<file path="src/verilog/cfg_regs_pkg.sv">
package cfg_regs_pkg;

  // ==========================================================================
  // Register offsets (byte addresses of the configuration space).
  // ==========================================================================
  localparam logic [11:0] OFF_MAX_NOSNOOP_LATENCY = 12'h0234;
  localparam logic [11:0] OFF_L1SS_CAP_HEADER = 12'h0240;
  localparam logic [11:0] OFF_L1SS_CAPABILITY = 12'h0244;
  localparam logic [11:0] OFF_L1SS_CONTROL_ONE = 12'h0248;
  localparam logic [11:0] OFF_L1SS_CONTROL_TWO = 12'h024C;
  localparam logic [11:0] OFF_LINK_TRAINING_STATUS = 12'h033C;
  localparam logic [11:0] OFF_HOT_INSERT_LINK_STATUS = 12'h0340;
  localparam logic [11:0] OFF_SERIAL_MGMT_CONTROL = 12'h0344;

  // ==========================================================================
  // Field positions.
  // ==========================================================================
  localparam int NSL_VALUE_LSB = 16;
  localparam int NSL_VALUE_MSB = 25;
  localparam int NSL_SCALE_LSB = 26;
  localparam int NSL_SCALE_MSB = 28;
  localparam int CAP_PM_L11_BIT = 1;
  localparam int CAP_ASPM_L11_BIT = 3;
  localparam int CAP_L1SS_BIT = 4;
  localparam int CTL_PM_L11_BIT = 1;
  localparam int CTL_ASPM_L11_BIT = 3;
  localparam int SMC_IF_SEL_BIT = 0;
  localparam int SMC_ADDR_LSB = 1;
  localparam int SMC_ADDR_MSB = 7;
  localparam int SMC_PEC_DIS_BIT = 9;
  localparam int SMC_PEC_FAIL_BIT = 29;
  localparam int SMC_UNSUP_BIT = 30;

  // ==========================================================================
  // Constant fields and reset values.
  // ==========================================================================
  localparam logic [15:0] L1SS_EXT_CAP_ID = 16'h001E;
  localparam logic [3:0] L1SS_CAP_VERSION = 4'h1;
  localparam logic [11:0] L1SS_NEXT_PTR = 12'h000;
  localparam logic [9:0] NSL_VALUE_RST = 10'h000;
  localparam logic [2:0] NSL_SCALE_RST = 3'h0;
  localparam logic CAP_PM_L11_RST = 1'b1;
  localparam logic CAP_ASPM_L11_RST = 1'b0;
  localparam logic CAP_L1SS_RST = 1'b1;
  localparam logic [7:0] LTS_RST = 8'h00;
  localparam logic [15:0] HOT_INSERT_RST = 16'h0000;
  localparam logic [15:0] LINK_STATUS_ONE_RST = 16'h0004;
  localparam logic IF_SEL_RST = 1'b1;
  localparam logic [3:0] ADDR_UPPER_RST = 4'hD;
  localparam logic PEC_DIS_RST = 1'b1;
  localparam logic [31:0] ZERO_WORD = 32'h0000_0000;

endpackage

</file>
<file path="src/verilog/w1c_flag.sv">
`timescale 1ns/1ns
module w1c_flag
(
  input wire logic clk_i,
  input wire logic sys_rst_i,
  input wire logic set_i,
  input wire logic clear_i,
  output logic flag_o
);

  typedef struct packed {
    logic flag;
  } state_s;

  state_s state_reg;
  state_s state_next;

  // ==========================================================================
  // Sticky flag: a set in the same cycle as a clear wins, so no event is lost.
  // ==========================================================================
  always_comb
  begin
    state_next = state_reg;
    if (set_i)
    begin
      state_next.flag = 1'b1;
    end
    else if (clear_i)
    begin
      state_next.flag = 1'b0;
    end
  end

  always_ff @(posedge clk_i or posedge sys_rst_i)
  begin
    if (sys_rst_i)
    begin
      state_reg <= '0;
    end
    else
    begin
      state_reg <= state_next;
    end
  end

  assign flag_o = state_reg.flag;

endmodule

</file>
<file path="src/verilog/lpm_substates_smbus_cfg_regs.sv">
// Overview of operation
// - A 10-bit read-write no-snoop latency value sits in bits 25:16 of the latency register, reset to zero.
// - A 3-bit read-write scale sits in bits 28:26, reset to zero, with bits 31:29 reserved.
// - The substates header returns capability identifier 001Eh in bits 15:0 and version 1h in bits 19:16.
// - The next-capability pointer in header bits 31:20 reads zero, ending the capability list.
// - Capability bit 1 reports L1.1 under power management, default one, replaceable by preload.
// - Capability bit 3 reports active-state L1.1, default zero, replaceable by preload.
// - Capability bit 4 reports L1 substates support, default one, replaceable by preload.
// - Control bit 1 is a read-write enable for power-management L1.1, reset to zero.
// - Control bit 3 is a read-write enable for active-state L1.1, reset to zero.
// - The second substates control register is read-only and always reads zero.
// - Serial control bit 0 selects SMBus when one and I2C when zero, reset to one.
// - Serial control bits 7:1 hold the target address, upper four bits 1101b, lower three from straps.
// - Serial control bit 9 disables packet error checking when one, reset to one.
// - Serial control bit 29 is a sticky write-one-to-clear flag set on a failed packet error check while bit 9 is zero.
// - Serial control bit 30 is a sticky write-one-to-clear flag set on an unsupported command.
`timescale 1ns/1ns
module lpm_substates_smbus_cfg_regs
(
  input wire logic clk_i,
  input wire logic sys_rst_i,
  input wire logic cfg_wr_i,
  input wire logic cfg_rd_i,
  input wire logic [11:0] cfg_addr_i,
  input wire logic [3:0] cfg_be_i,
  input wire logic [31:0] cfg_wdata_i,
  output logic [31:0] cfg_rdata_o,
  output logic cfg_hit_o,
  input wire logic preload_i,
  input wire logic [11:0] preload_addr_i,
  input wire logic [31:0] preload_data_i,
  input wire logic [2:0] addr_strap_i,
  input wire logic pec_check_i,
  input wire logic pec_bad_i,
  input wire logic unsup_cmd_i,
  output logic nosnoop_value_o,
  output logic [9:0] nosnoop_latency_o,
  output logic [2:0] nosnoop_scale_o,
  output logic pm_l11_en_o,
  output logic aspm_l11_en_o,
  output logic smbus_sel_o,
  output logic [6:0] target_addr_o,
  output logic pec_disable_o
);

  // The whole bank lives in one struct; the two sticky flags sit in cells of their own.
  typedef struct packed {
    logic [9:0] nsl_value;
    logic [2:0] nsl_scale;
    logic nsl_nonzero;
    logic cap_pm_l11;
    logic cap_aspm_l11;
    logic cap_l1ss;
    logic ctl_pm_l11;
    logic ctl_aspm_l11;
    logic [7:0] lts;
    logic [15:0] hot_insert;
    logic [15:0] link_status_one;
    logic if_sel;
    logic [6:0] target_addr;
    logic pec_dis;
    logic strap_taken;
    logic [31:0] rdata;
    logic hit;
  } state_s;

  state_s state_reg;
  state_s state_next;

  logic pec_fail;
  logic unsup_flag;
  logic pec_fail_set;
  logic pec_fail_clr;
  logic unsup_clr;
  logic wr_serial;

  // ==========================================================================
  // Helpers.
  // ==========================================================================
  // Byte lanes left disabled keep their old contents.
  function automatic logic [31:0] merge_bytes(input logic [31:0] old_word, input logic [31:0] new_word,
                                              input logic [3:0] be);
    logic [31:0] res;
    res = old_word;
    for (int i = 0; i < 4; i++)
    begin
      if (be[i])
      begin
        res[8*i +: 8] = new_word[8*i +: 8];
      end
    end
    return res;
  endfunction

  // Mapped offsets answer with hit, the read-only ones included.
  function automatic logic is_mapped(input logic [11:0] a);
    logic hit;
    hit = 1'b0;
    case (a)
      cfg_regs_pkg::OFF_MAX_NOSNOOP_LATENCY,
      cfg_regs_pkg::OFF_L1SS_CAP_HEADER,
      cfg_regs_pkg::OFF_L1SS_CAPABILITY,
      cfg_regs_pkg::OFF_L1SS_CONTROL_ONE,
      cfg_regs_pkg::OFF_L1SS_CONTROL_TWO,
      cfg_regs_pkg::OFF_LINK_TRAINING_STATUS,
      cfg_regs_pkg::OFF_HOT_INSERT_LINK_STATUS,
      cfg_regs_pkg::OFF_SERIAL_MGMT_CONTROL:
      begin
        hit = 1'b1;
      end
      default:
      begin
        hit = 1'b0;
      end
    endcase
    return hit;
  endfunction

  // ==========================================================================
  // Sticky error flags.
  // ==========================================================================
  // A clear needs the byte lane that holds the flag, so writes to the lower lanes leave both flags alone.
  function automatic logic w1c_hit(input logic wr, input logic [3:0] be, input logic [31:0] d, input int pos);
    return wr && be[pos / 8] && d[pos];
  endfunction

  assign wr_serial = cfg_wr_i && (cfg_addr_i == cfg_regs_pkg::OFF_SERIAL_MGMT_CONTROL);
  assign pec_fail_set = pec_check_i && pec_bad_i && !state_reg.pec_dis;
  assign pec_fail_clr = w1c_hit(wr_serial, cfg_be_i, cfg_wdata_i, cfg_regs_pkg::SMC_PEC_FAIL_BIT);
  assign unsup_clr = w1c_hit(wr_serial, cfg_be_i, cfg_wdata_i, cfg_regs_pkg::SMC_UNSUP_BIT);

  // Set beats clear inside each cell, so an error that lands on the clearing write is kept.
  w1c_flag u_pec_fail
  (
    .clk_i(clk_i),
    .sys_rst_i(sys_rst_i),
    .set_i(pec_fail_set),
    .clear_i(pec_fail_clr),
    .flag_o(pec_fail)
  );

  w1c_flag u_unsup_cmd
  (
    .clk_i(clk_i),
    .sys_rst_i(sys_rst_i),
    .set_i(unsup_cmd_i),
    .clear_i(unsup_clr),
    .flag_o(unsup_flag)
  );

  // ==========================================================================
  // Register image and read data.
  // ==========================================================================
  // One decoder serves both the read answer and the read-modify-write merge.
  function automatic logic [31:0] read_word(input state_s s, input logic [11:0] a, input logic pf, input logic uf);
    logic [31:0] w;
    // Every bit not filled in below is reserved and reads zero.
    w = cfg_regs_pkg::ZERO_WORD;
    case (a)
      cfg_regs_pkg::OFF_MAX_NOSNOOP_LATENCY:
      begin
        w[cfg_regs_pkg::NSL_VALUE_MSB:cfg_regs_pkg::NSL_VALUE_LSB] = s.nsl_value;
        w[cfg_regs_pkg::NSL_SCALE_MSB:cfg_regs_pkg::NSL_SCALE_LSB] = s.nsl_scale;
      end
      cfg_regs_pkg::OFF_L1SS_CAP_HEADER:
      begin
        w = {cfg_regs_pkg::L1SS_NEXT_PTR, cfg_regs_pkg::L1SS_CAP_VERSION, cfg_regs_pkg::L1SS_EXT_CAP_ID};
      end
      cfg_regs_pkg::OFF_L1SS_CAPABILITY:
      begin
        w[cfg_regs_pkg::CAP_PM_L11_BIT] = s.cap_pm_l11;
        w[cfg_regs_pkg::CAP_ASPM_L11_BIT] = s.cap_aspm_l11;
        w[cfg_regs_pkg::CAP_L1SS_BIT] = s.cap_l1ss;
      end
      cfg_regs_pkg::OFF_L1SS_CONTROL_ONE:
      begin
        w[cfg_regs_pkg::CTL_PM_L11_BIT] = s.ctl_pm_l11;
        w[cfg_regs_pkg::CTL_ASPM_L11_BIT] = s.ctl_aspm_l11;
      end
      cfg_regs_pkg::OFF_L1SS_CONTROL_TWO:
      begin
        w = cfg_regs_pkg::ZERO_WORD;
      end
      cfg_regs_pkg::OFF_LINK_TRAINING_STATUS:
      begin
        w[7:0] = s.lts;
      end
      cfg_regs_pkg::OFF_HOT_INSERT_LINK_STATUS:
      begin
        // Two 16-bit status halves share this one offset.
        w = {s.link_status_one, s.hot_insert};
      end
      cfg_regs_pkg::OFF_SERIAL_MGMT_CONTROL:
      begin
        w[cfg_regs_pkg::SMC_IF_SEL_BIT] = s.if_sel;
        w[cfg_regs_pkg::SMC_ADDR_MSB:cfg_regs_pkg::SMC_ADDR_LSB] = s.target_addr;
        w[cfg_regs_pkg::SMC_PEC_DIS_BIT] = s.pec_dis;
        w[cfg_regs_pkg::SMC_PEC_FAIL_BIT] = pf;
        w[cfg_regs_pkg::SMC_UNSUP_BIT] = uf;
      end
      default:
      begin
        w = cfg_regs_pkg::ZERO_WORD;
      end
    endcase
    return w;
  endfunction

  // ==========================================================================
  // Next state: configuration writes, then preload, which wins on a clash.
  // ==========================================================================
  always_comb
  begin
    logic [31:0] m;
    logic [31:0] p;
    m = cfg_regs_pkg::ZERO_WORD;
    p = preload_data_i;
    state_next = state_reg;

    // The low address bits come from straps, which are only valid after reset is released.
    if (!state_reg.strap_taken)
    begin
      state_next.strap_taken = 1'b1;
      state_next.target_addr[2:0] = addr_strap_i;
    end

    if (cfg_wr_i)
    begin
      m = merge_bytes(read_word(state_reg, cfg_addr_i, pec_fail, unsup_flag), cfg_wdata_i, cfg_be_i);
      case (cfg_addr_i)
        cfg_regs_pkg::OFF_MAX_NOSNOOP_LATENCY:
        begin
          state_next.nsl_value = m[cfg_regs_pkg::NSL_VALUE_MSB:cfg_regs_pkg::NSL_VALUE_LSB];
          state_next.nsl_scale = m[cfg_regs_pkg::NSL_SCALE_MSB:cfg_regs_pkg::NSL_SCALE_LSB];
        end
        cfg_regs_pkg::OFF_L1SS_CONTROL_ONE:
        begin
          state_next.ctl_pm_l11 = m[cfg_regs_pkg::CTL_PM_L11_BIT];
          state_next.ctl_aspm_l11 = m[cfg_regs_pkg::CTL_ASPM_L11_BIT];
        end
        cfg_regs_pkg::OFF_SERIAL_MGMT_CONTROL:
        begin
          // A write may replace all seven address bits, strap bits included.
          state_next.if_sel = m[cfg_regs_pkg::SMC_IF_SEL_BIT];
          state_next.target_addr = m[cfg_regs_pkg::SMC_ADDR_MSB:cfg_regs_pkg::SMC_ADDR_LSB];
          state_next.pec_dis = m[cfg_regs_pkg::SMC_PEC_DIS_BIT];
        end
        default:
        begin
          state_next.hit = state_reg.hit;
        end
      endcase
    end

    // Preload carries the read-only defaults; of the writable fields only the interface select and target address take it too.
    if (preload_i)
    begin
      case (preload_addr_i)
        cfg_regs_pkg::OFF_L1SS_CAPABILITY:
        begin
          state_next.cap_pm_l11 = p[cfg_regs_pkg::CAP_PM_L11_BIT];
          state_next.cap_aspm_l11 = p[cfg_regs_pkg::CAP_ASPM_L11_BIT];
          state_next.cap_l1ss = p[cfg_regs_pkg::CAP_L1SS_BIT];
        end
        cfg_regs_pkg::OFF_LINK_TRAINING_STATUS:
        begin
          state_next.lts = p[7:0];
        end
        cfg_regs_pkg::OFF_HOT_INSERT_LINK_STATUS:
        begin
          state_next.hot_insert = p[15:0];
          state_next.link_status_one = p[31:16];
        end
        cfg_regs_pkg::OFF_SERIAL_MGMT_CONTROL:
        begin
          // The check disable and the sticky flags are not preloaded; they always start from reset.
          state_next.if_sel = p[cfg_regs_pkg::SMC_IF_SEL_BIT];
          state_next.target_addr = p[cfg_regs_pkg::SMC_ADDR_MSB:cfg_regs_pkg::SMC_ADDR_LSB];
        end
        default:
        begin
          state_next.hit = state_reg.hit;
        end
      endcase
    end

    // Keeping the nonzero flag in a flop keeps a ten-input gate off the output path.
    state_next.nsl_nonzero = |state_next.nsl_value;
    // Read data is zero outside its answer cycle, so a stale word is never taken for an answer.
    state_next.hit = (cfg_rd_i || cfg_wr_i) && is_mapped(cfg_addr_i);
    state_next.rdata = cfg_regs_pkg::ZERO_WORD;
    if (cfg_rd_i)
    begin
      state_next.rdata = read_word(state_reg, cfg_addr_i, pec_fail, unsup_flag);
    end
  end

  // ==========================================================================
  // State register.
  // ==========================================================================
  always_ff @(posedge clk_i or posedge sys_rst_i)
  begin
    if (sys_rst_i)
    begin
      state_reg <= '0;
      state_reg.nsl_value <= cfg_regs_pkg::NSL_VALUE_RST;
      state_reg.nsl_scale <= cfg_regs_pkg::NSL_SCALE_RST;
      state_reg.cap_pm_l11 <= cfg_regs_pkg::CAP_PM_L11_RST;
      state_reg.cap_aspm_l11 <= cfg_regs_pkg::CAP_ASPM_L11_RST;
      state_reg.cap_l1ss <= cfg_regs_pkg::CAP_L1SS_RST;
      state_reg.lts <= cfg_regs_pkg::LTS_RST;
      state_reg.hot_insert <= cfg_regs_pkg::HOT_INSERT_RST;
      state_reg.link_status_one <= cfg_regs_pkg::LINK_STATUS_ONE_RST;
      state_reg.if_sel <= cfg_regs_pkg::IF_SEL_RST;
      // The strap bits stay zero here; the first edge after release fills them in.
      state_reg.target_addr <= {cfg_regs_pkg::ADDR_UPPER_RST, 3'b000};
      state_reg.pec_dis <= cfg_regs_pkg::PEC_DIS_RST;
    end
    else
    begin
      state_reg <= state_next;
    end
  end

  // ==========================================================================
  // Outputs.
  // ==========================================================================
  // Every output comes straight from a flop, so downstream logic sees clean levels.
  assign cfg_rdata_o = state_reg.rdata;
  assign cfg_hit_o = state_reg.hit;
  assign nosnoop_value_o = state_reg.nsl_nonzero;
  assign nosnoop_latency_o = state_reg.nsl_value;
  assign nosnoop_scale_o = state_reg.nsl_scale;
  assign pm_l11_en_o = state_reg.ctl_pm_l11;
  assign aspm_l11_en_o = state_reg.ctl_aspm_l11;
  assign smbus_sel_o = state_reg.if_sel;
  assign target_addr_o = state_reg.target_addr;
  assign pec_disable_o = state_reg.pec_dis;

endmodule

</file>
<file path="config.mk">
export PLATFORM = sky130hd
export DESIGN_NAME = lpm_substates_smbus_cfg_regs
export DESIGN_NICKNAME = d
export VERILOG_FILES = /design/src/verilog/cfg_regs_pkg.sv /design/src/verilog/w1c_flag.sv /design/src/verilog/lpm_substates_smbus_cfg_regs.sv
export SDC_FILE = /design/constraint.sdc
export NUM_CORES = 1
export LEC_CHECK = 0
export BUFFER_PORTS_ARGS = -buffer_cell sky130_fd_sc_hd__buf_2
export CORE_UTILIZATION = 31
export CTS_CLUSTER_DIAMETER = 100
export DETAILED_ROUTE_END_ITERATION = 8
export PLACE_DENSITY_LB_ADDON = 0.08
export SYNTH_ARGS = -nofsm -noshare
export SYNTH_HDL_FRONTEND = slang
export SYNTH_SLANG_ARGS = --single-unit
</file>
<file path="constraint.sdc">
create_clock -name clk_i -period 5.7 [get_ports clk_i]
set_input_delay 0.285 -clock clk_i [delete_from_list [all_inputs] [get_ports clk_i]]
set_output_delay 0.285 -clock clk_i [all_outputs]
set_load 0.01 [all_outputs]
</file>
# Word level (Yosys, flattened, before mapping)
# Cells that the tools add are included.
# op_classes
n_eq_ne,12
reduce_logical,19
n_mux,31
# ops
op,n
$eq 12x10->1 const B,12
$pmux 13 s3,1
$mux 32,1
$mux 8,4
$mux 13,2
$mux 9,2
$pmux 1 s6,2
$reduce_or 10->1,1
$mux 1,9
$pmux 3 s3,1
$reduce_and 2->1,4
$reduce_or 8->1,1
$logic_and 1x1->1,7
$mux 6,1
$reduce_and 3->1,2
$mux 5,1
$pmux 1 s5,1
$pmux 1 s4,1
$pmux 2 s2,1
$reduce_bool 2->1,2
$mux 3,1
$pmux 1 s3,1
$mux 2,1
$pmux 1 s2,1
2 further kinds,2
# word_totals
output_inout_bits,58
ff_bits,104
input_bits,103

# Longest topological paths before layout
# logic_depth
word_depth,7
depth_mapped,8

# Hierarchy
# From an unflattened synthesis, not the netlist that was laid out.
# unflattened
hier_cells,445
area_unflattened_um2,4987.3
# modules_own_cells
module,seq_area_each_um2,cells_per_inst,area_each_um2,n_inst
lpm_substates_smbus_cfg_regs,2562.5,437,4907.2,1
w1c_flag,25.0,4,40.0,2

# Least setup slack after synthesis
# Ideal clock, no wire load.
# synth_timing
kind,input to register
from,input port cfg_addr_i[5]
to,"register state_reg, in the netlist target_addr_o[5]"
path_buffers,2
arrival_ns,1.932
slack_ns,3.677
cell_stages,7
required_time_ns,5.609
path_cell_list,or4b_1 -> buf_2 -> or3_1 -> buf_2 -> a2bb2oi_1 -> and2_1 -> o31ai_1
# synth_rtl
element,line,rtl
"start, declared",lpm_substates_smbus_cfg_regs.sv:24,"input wire logic [11:0] cfg_addr_i,"
"end signal, assigned",lpm_substates_smbus_cfg_regs.sv:321,state_reg <= state_next;
"end, declared",lpm_substates_smbus_cfg_regs.sv:67,state_s state_reg;

==> impl_metrics.yaml <==
timing:
  hold_viol: 0
  final.period_utilization_pct: 46.9
  rsz0062_at_grt: "false"
  drv_slew: 0
  worst_slew_pin_slew_ns: 1.11
  maxSlewHeadroom_pct: 25.8
  finalSetupViolations: 0
  max_clock_freq_mhz: 374
  finClkSkew_ns: 0.00767
  setup_tns_ns: 0
  min_period_ns: 2.67
  whs_ns: 0.131
clock_tree:
  htreeDepth: 3
  cts_setup_buffers: 0
  cts.path.max_buffers: 2
  cts_buffers: 9
  clkSlewWorstSetupHoldPaths_ns: 0.07
  cts_root_buffer: "clkbuf_16"
  cts_tree: "done"
  clock_sinks: 104
  clock_latency_ns: 0.34
setup_path:
  start_kind: "input pin"
  path_max_fanout: 21
  r2r-start: "target_addr_o[3]"
  crit_type: "in -> reg"
  arrival_ns: 2.93
  rrSetupSlack_ns: 4.28
  cp_data_required_time_ns: 5.96
  r2r-end: "target_addr_o[3]"
  ff2ff_path_depth: 5
  cp-end-kind: "flip-flop"
flow_run:
  maxCapViolCount: 0
route:
  final_antenna_net_count: 0
  vias: 3491
  wl_per_cell_um: 16.9
  routed_wl_um: 12300
  drc: 0
  first_iter_violations: 104
  vias_per_cell: 4.78
  drtPass1Iterations: 4
grt:
  grt-ovfl-total: 0
  grt_max_degree: 68
  grt_pass1_vias: 3570
  groute.usage.overall_pct: 15.6
  grt_pass1_wl_um: 19300
  antenna_found_initial: 0
finish:
  multi_input_area_sq_mm: 0.00181
  stdcell_area_sq_mm: 0.00578
  final_common_cell: "buf_2"
  largest_reg_flops: 44
  seq_area_sq_mm: 0.00261
  nets: 617
  diodes: 0
  syn_to_final_growth_pct: 17.9
  final_core_util_pct: 37.7
  layout-drive-gt1-share_pct: 47.4
  stdcell_count: 730
  fill_cells: 1569
  final_cell_mix: "152 x buf_2, 96 x dfrtp_1, 58 x mux2_2, 30 x nor2_1, 20 x nand2_1"
hold_path:
  min_path_cells: 2
  min_from: "unsup_cmd_i"
  hold_class: "in -> reg"
  min_to: "u_unsup_cmd.flag_o"
synthesis:
  synth.avg_cell_area_sq_um: 11.8
  yosysTopAreaCell: "dfrtp_1"
  seq_area_frac_synth_pct: 53.3
  syn_nets: 518
  synth_top_area_share_pct: 49.0
  netlist_instances: 415
  synthDistinctLibCells: 56
  synthTopCellsByArea: "dfrtp_1 49%, mux2_2 13%, buf_4 8.0%"
  yosys_register_bits: 104
  synth_edf_count: 0
  yosysWarnings: 0
  synth-main-ff-cell: "dfrtp_1"
  syn_area_sq_mm: 0.00490
  synth-async-reset-ratio_pct: 100
run_status:
  status: "finished, final reports clean"
floorplan:
  initial_core_util_pct: 32.0
  core_sq_mm: 0.0153
  ios: 161
  std_cell_rows: 45
  die_y_um: 128
  die_area_sq_mm: 0.0163
  die_w_um: 128
placement:
  place_congestion: 0.735
  dp_hpwl_um: 8890
  portBuffers: 152
  placedInstanceArea_sq_mm: 0.00550
  dp_cells: 713
power_and_ir_drop:
  power_density_mw_per_mm2: 246
  p_leak_nw: 2.94
  vdd_drop_max_mv: 0.121
## kinds of logic after synthesis
group | after synthesis | synth area share [%]
buffers and inverters | 74 | 9.83
DFF | 104 | 53.3
muxes | 69 | 15.6
AOI/OAI and AO/OA | 53 | 8.14
other | 1 | 0.0765
and+or+nand+nor | 114 | 13.1
## through the flow
| step | total power, mW | setup WS, ns |
|---|---|---|
| global placement | 0.852 | 2.55 |
| CTS | 1.45 | 2.96 |
| detailed placement | 0.853 | 2.61 |
| global route | 1.49 | 2.84 |
| finish | 1.42 | 3.03 |
| floorplan | 0.800 | 2.70 |
## Yosys cell counts (2+ instances only)
library cell,count
nand2_1,20
or3_1,5
a21oi_1,4
nor3b_1,3
mux2_2,58
nand3_1,5
and2_0,2
nand3b_1,3
o2111ai_1,2
and3_1,11
nor4b_1,2
dfstp_2,8
buf_2,7
or2_2,2
nor4_1,7
nor3_1,5
o21ai_0,2
and2_1,3
mux2i_1,10
nor2_1,31
or4_1,3
a22oi_1,18
a21o_1,2
a2bb2oi_1,4
buf_4,52
o22ai_1,2
o31ai_1,7
dfrtp_1,96
inv_1,6
or3b_1,2
clkbuf_1,8
## what timing repair did
item                                   4_1_cts  5_1_grt
endpoints found under the hold margin       34        0
resized for setup                            0        0
hold buffers                                 1        0
## worst max path at each step
stage	from	end	slack, ns	cells after the start
2_1_floorplan	sys_rst_i	aspm_l11_en_o	2.70	1
3_3_place_gp	cfg_addr_i[5]	cfg_rdata_o[3]	2.55	6
3_5_place_dp	cfg_addr_i[5]	cfg_rdata_o[3]	2.61	6
4_1_cts	cfg_addr_i[5]	cfg_rdata_o[3]	2.96	6
5_1_grt	cfg_addr_i[5]	cfg_rdata_o[3]	2.84	6
6_report	cfg_addr_i[5]	cfg_rdata_o[3]	3.03	6
## where the power goes
part | total (mW) | switching [mW] | internal, mW
clock | 0.585 | 0.275 | 0.310
sequential | 0.746 | 0.00341 | 0.742
combinational | 0.0913 | 0.0525 | 0.0387
## worst max-delay path: stages
cell	delay [ns]
buf_2	0.11
or4b_1	0.69
or3_1	0.55
nor2_2	0.84
a222oi_1	0.26
a21oi_1	0.20
## routing by layer
metal	GRT usage, %	up-vias	part of all wire (%)
met5	0	-	0
met4	4.98	0	1.0
met3	3.05	9	5.1
met2	25.7	102	48
met1	20.7	1743	46
li1	-	1637	-
## cell type report
cell class,count,share of cell area [%]
clock inverter,4,0.498
inverter,6,0.433
tap,211,4.57
multi-input combinational,237,31.3
timing repair buffer,156,13.7
sequential,104,45.2
clock buffer,12,4.26
(Power assumes the default switching activity.)
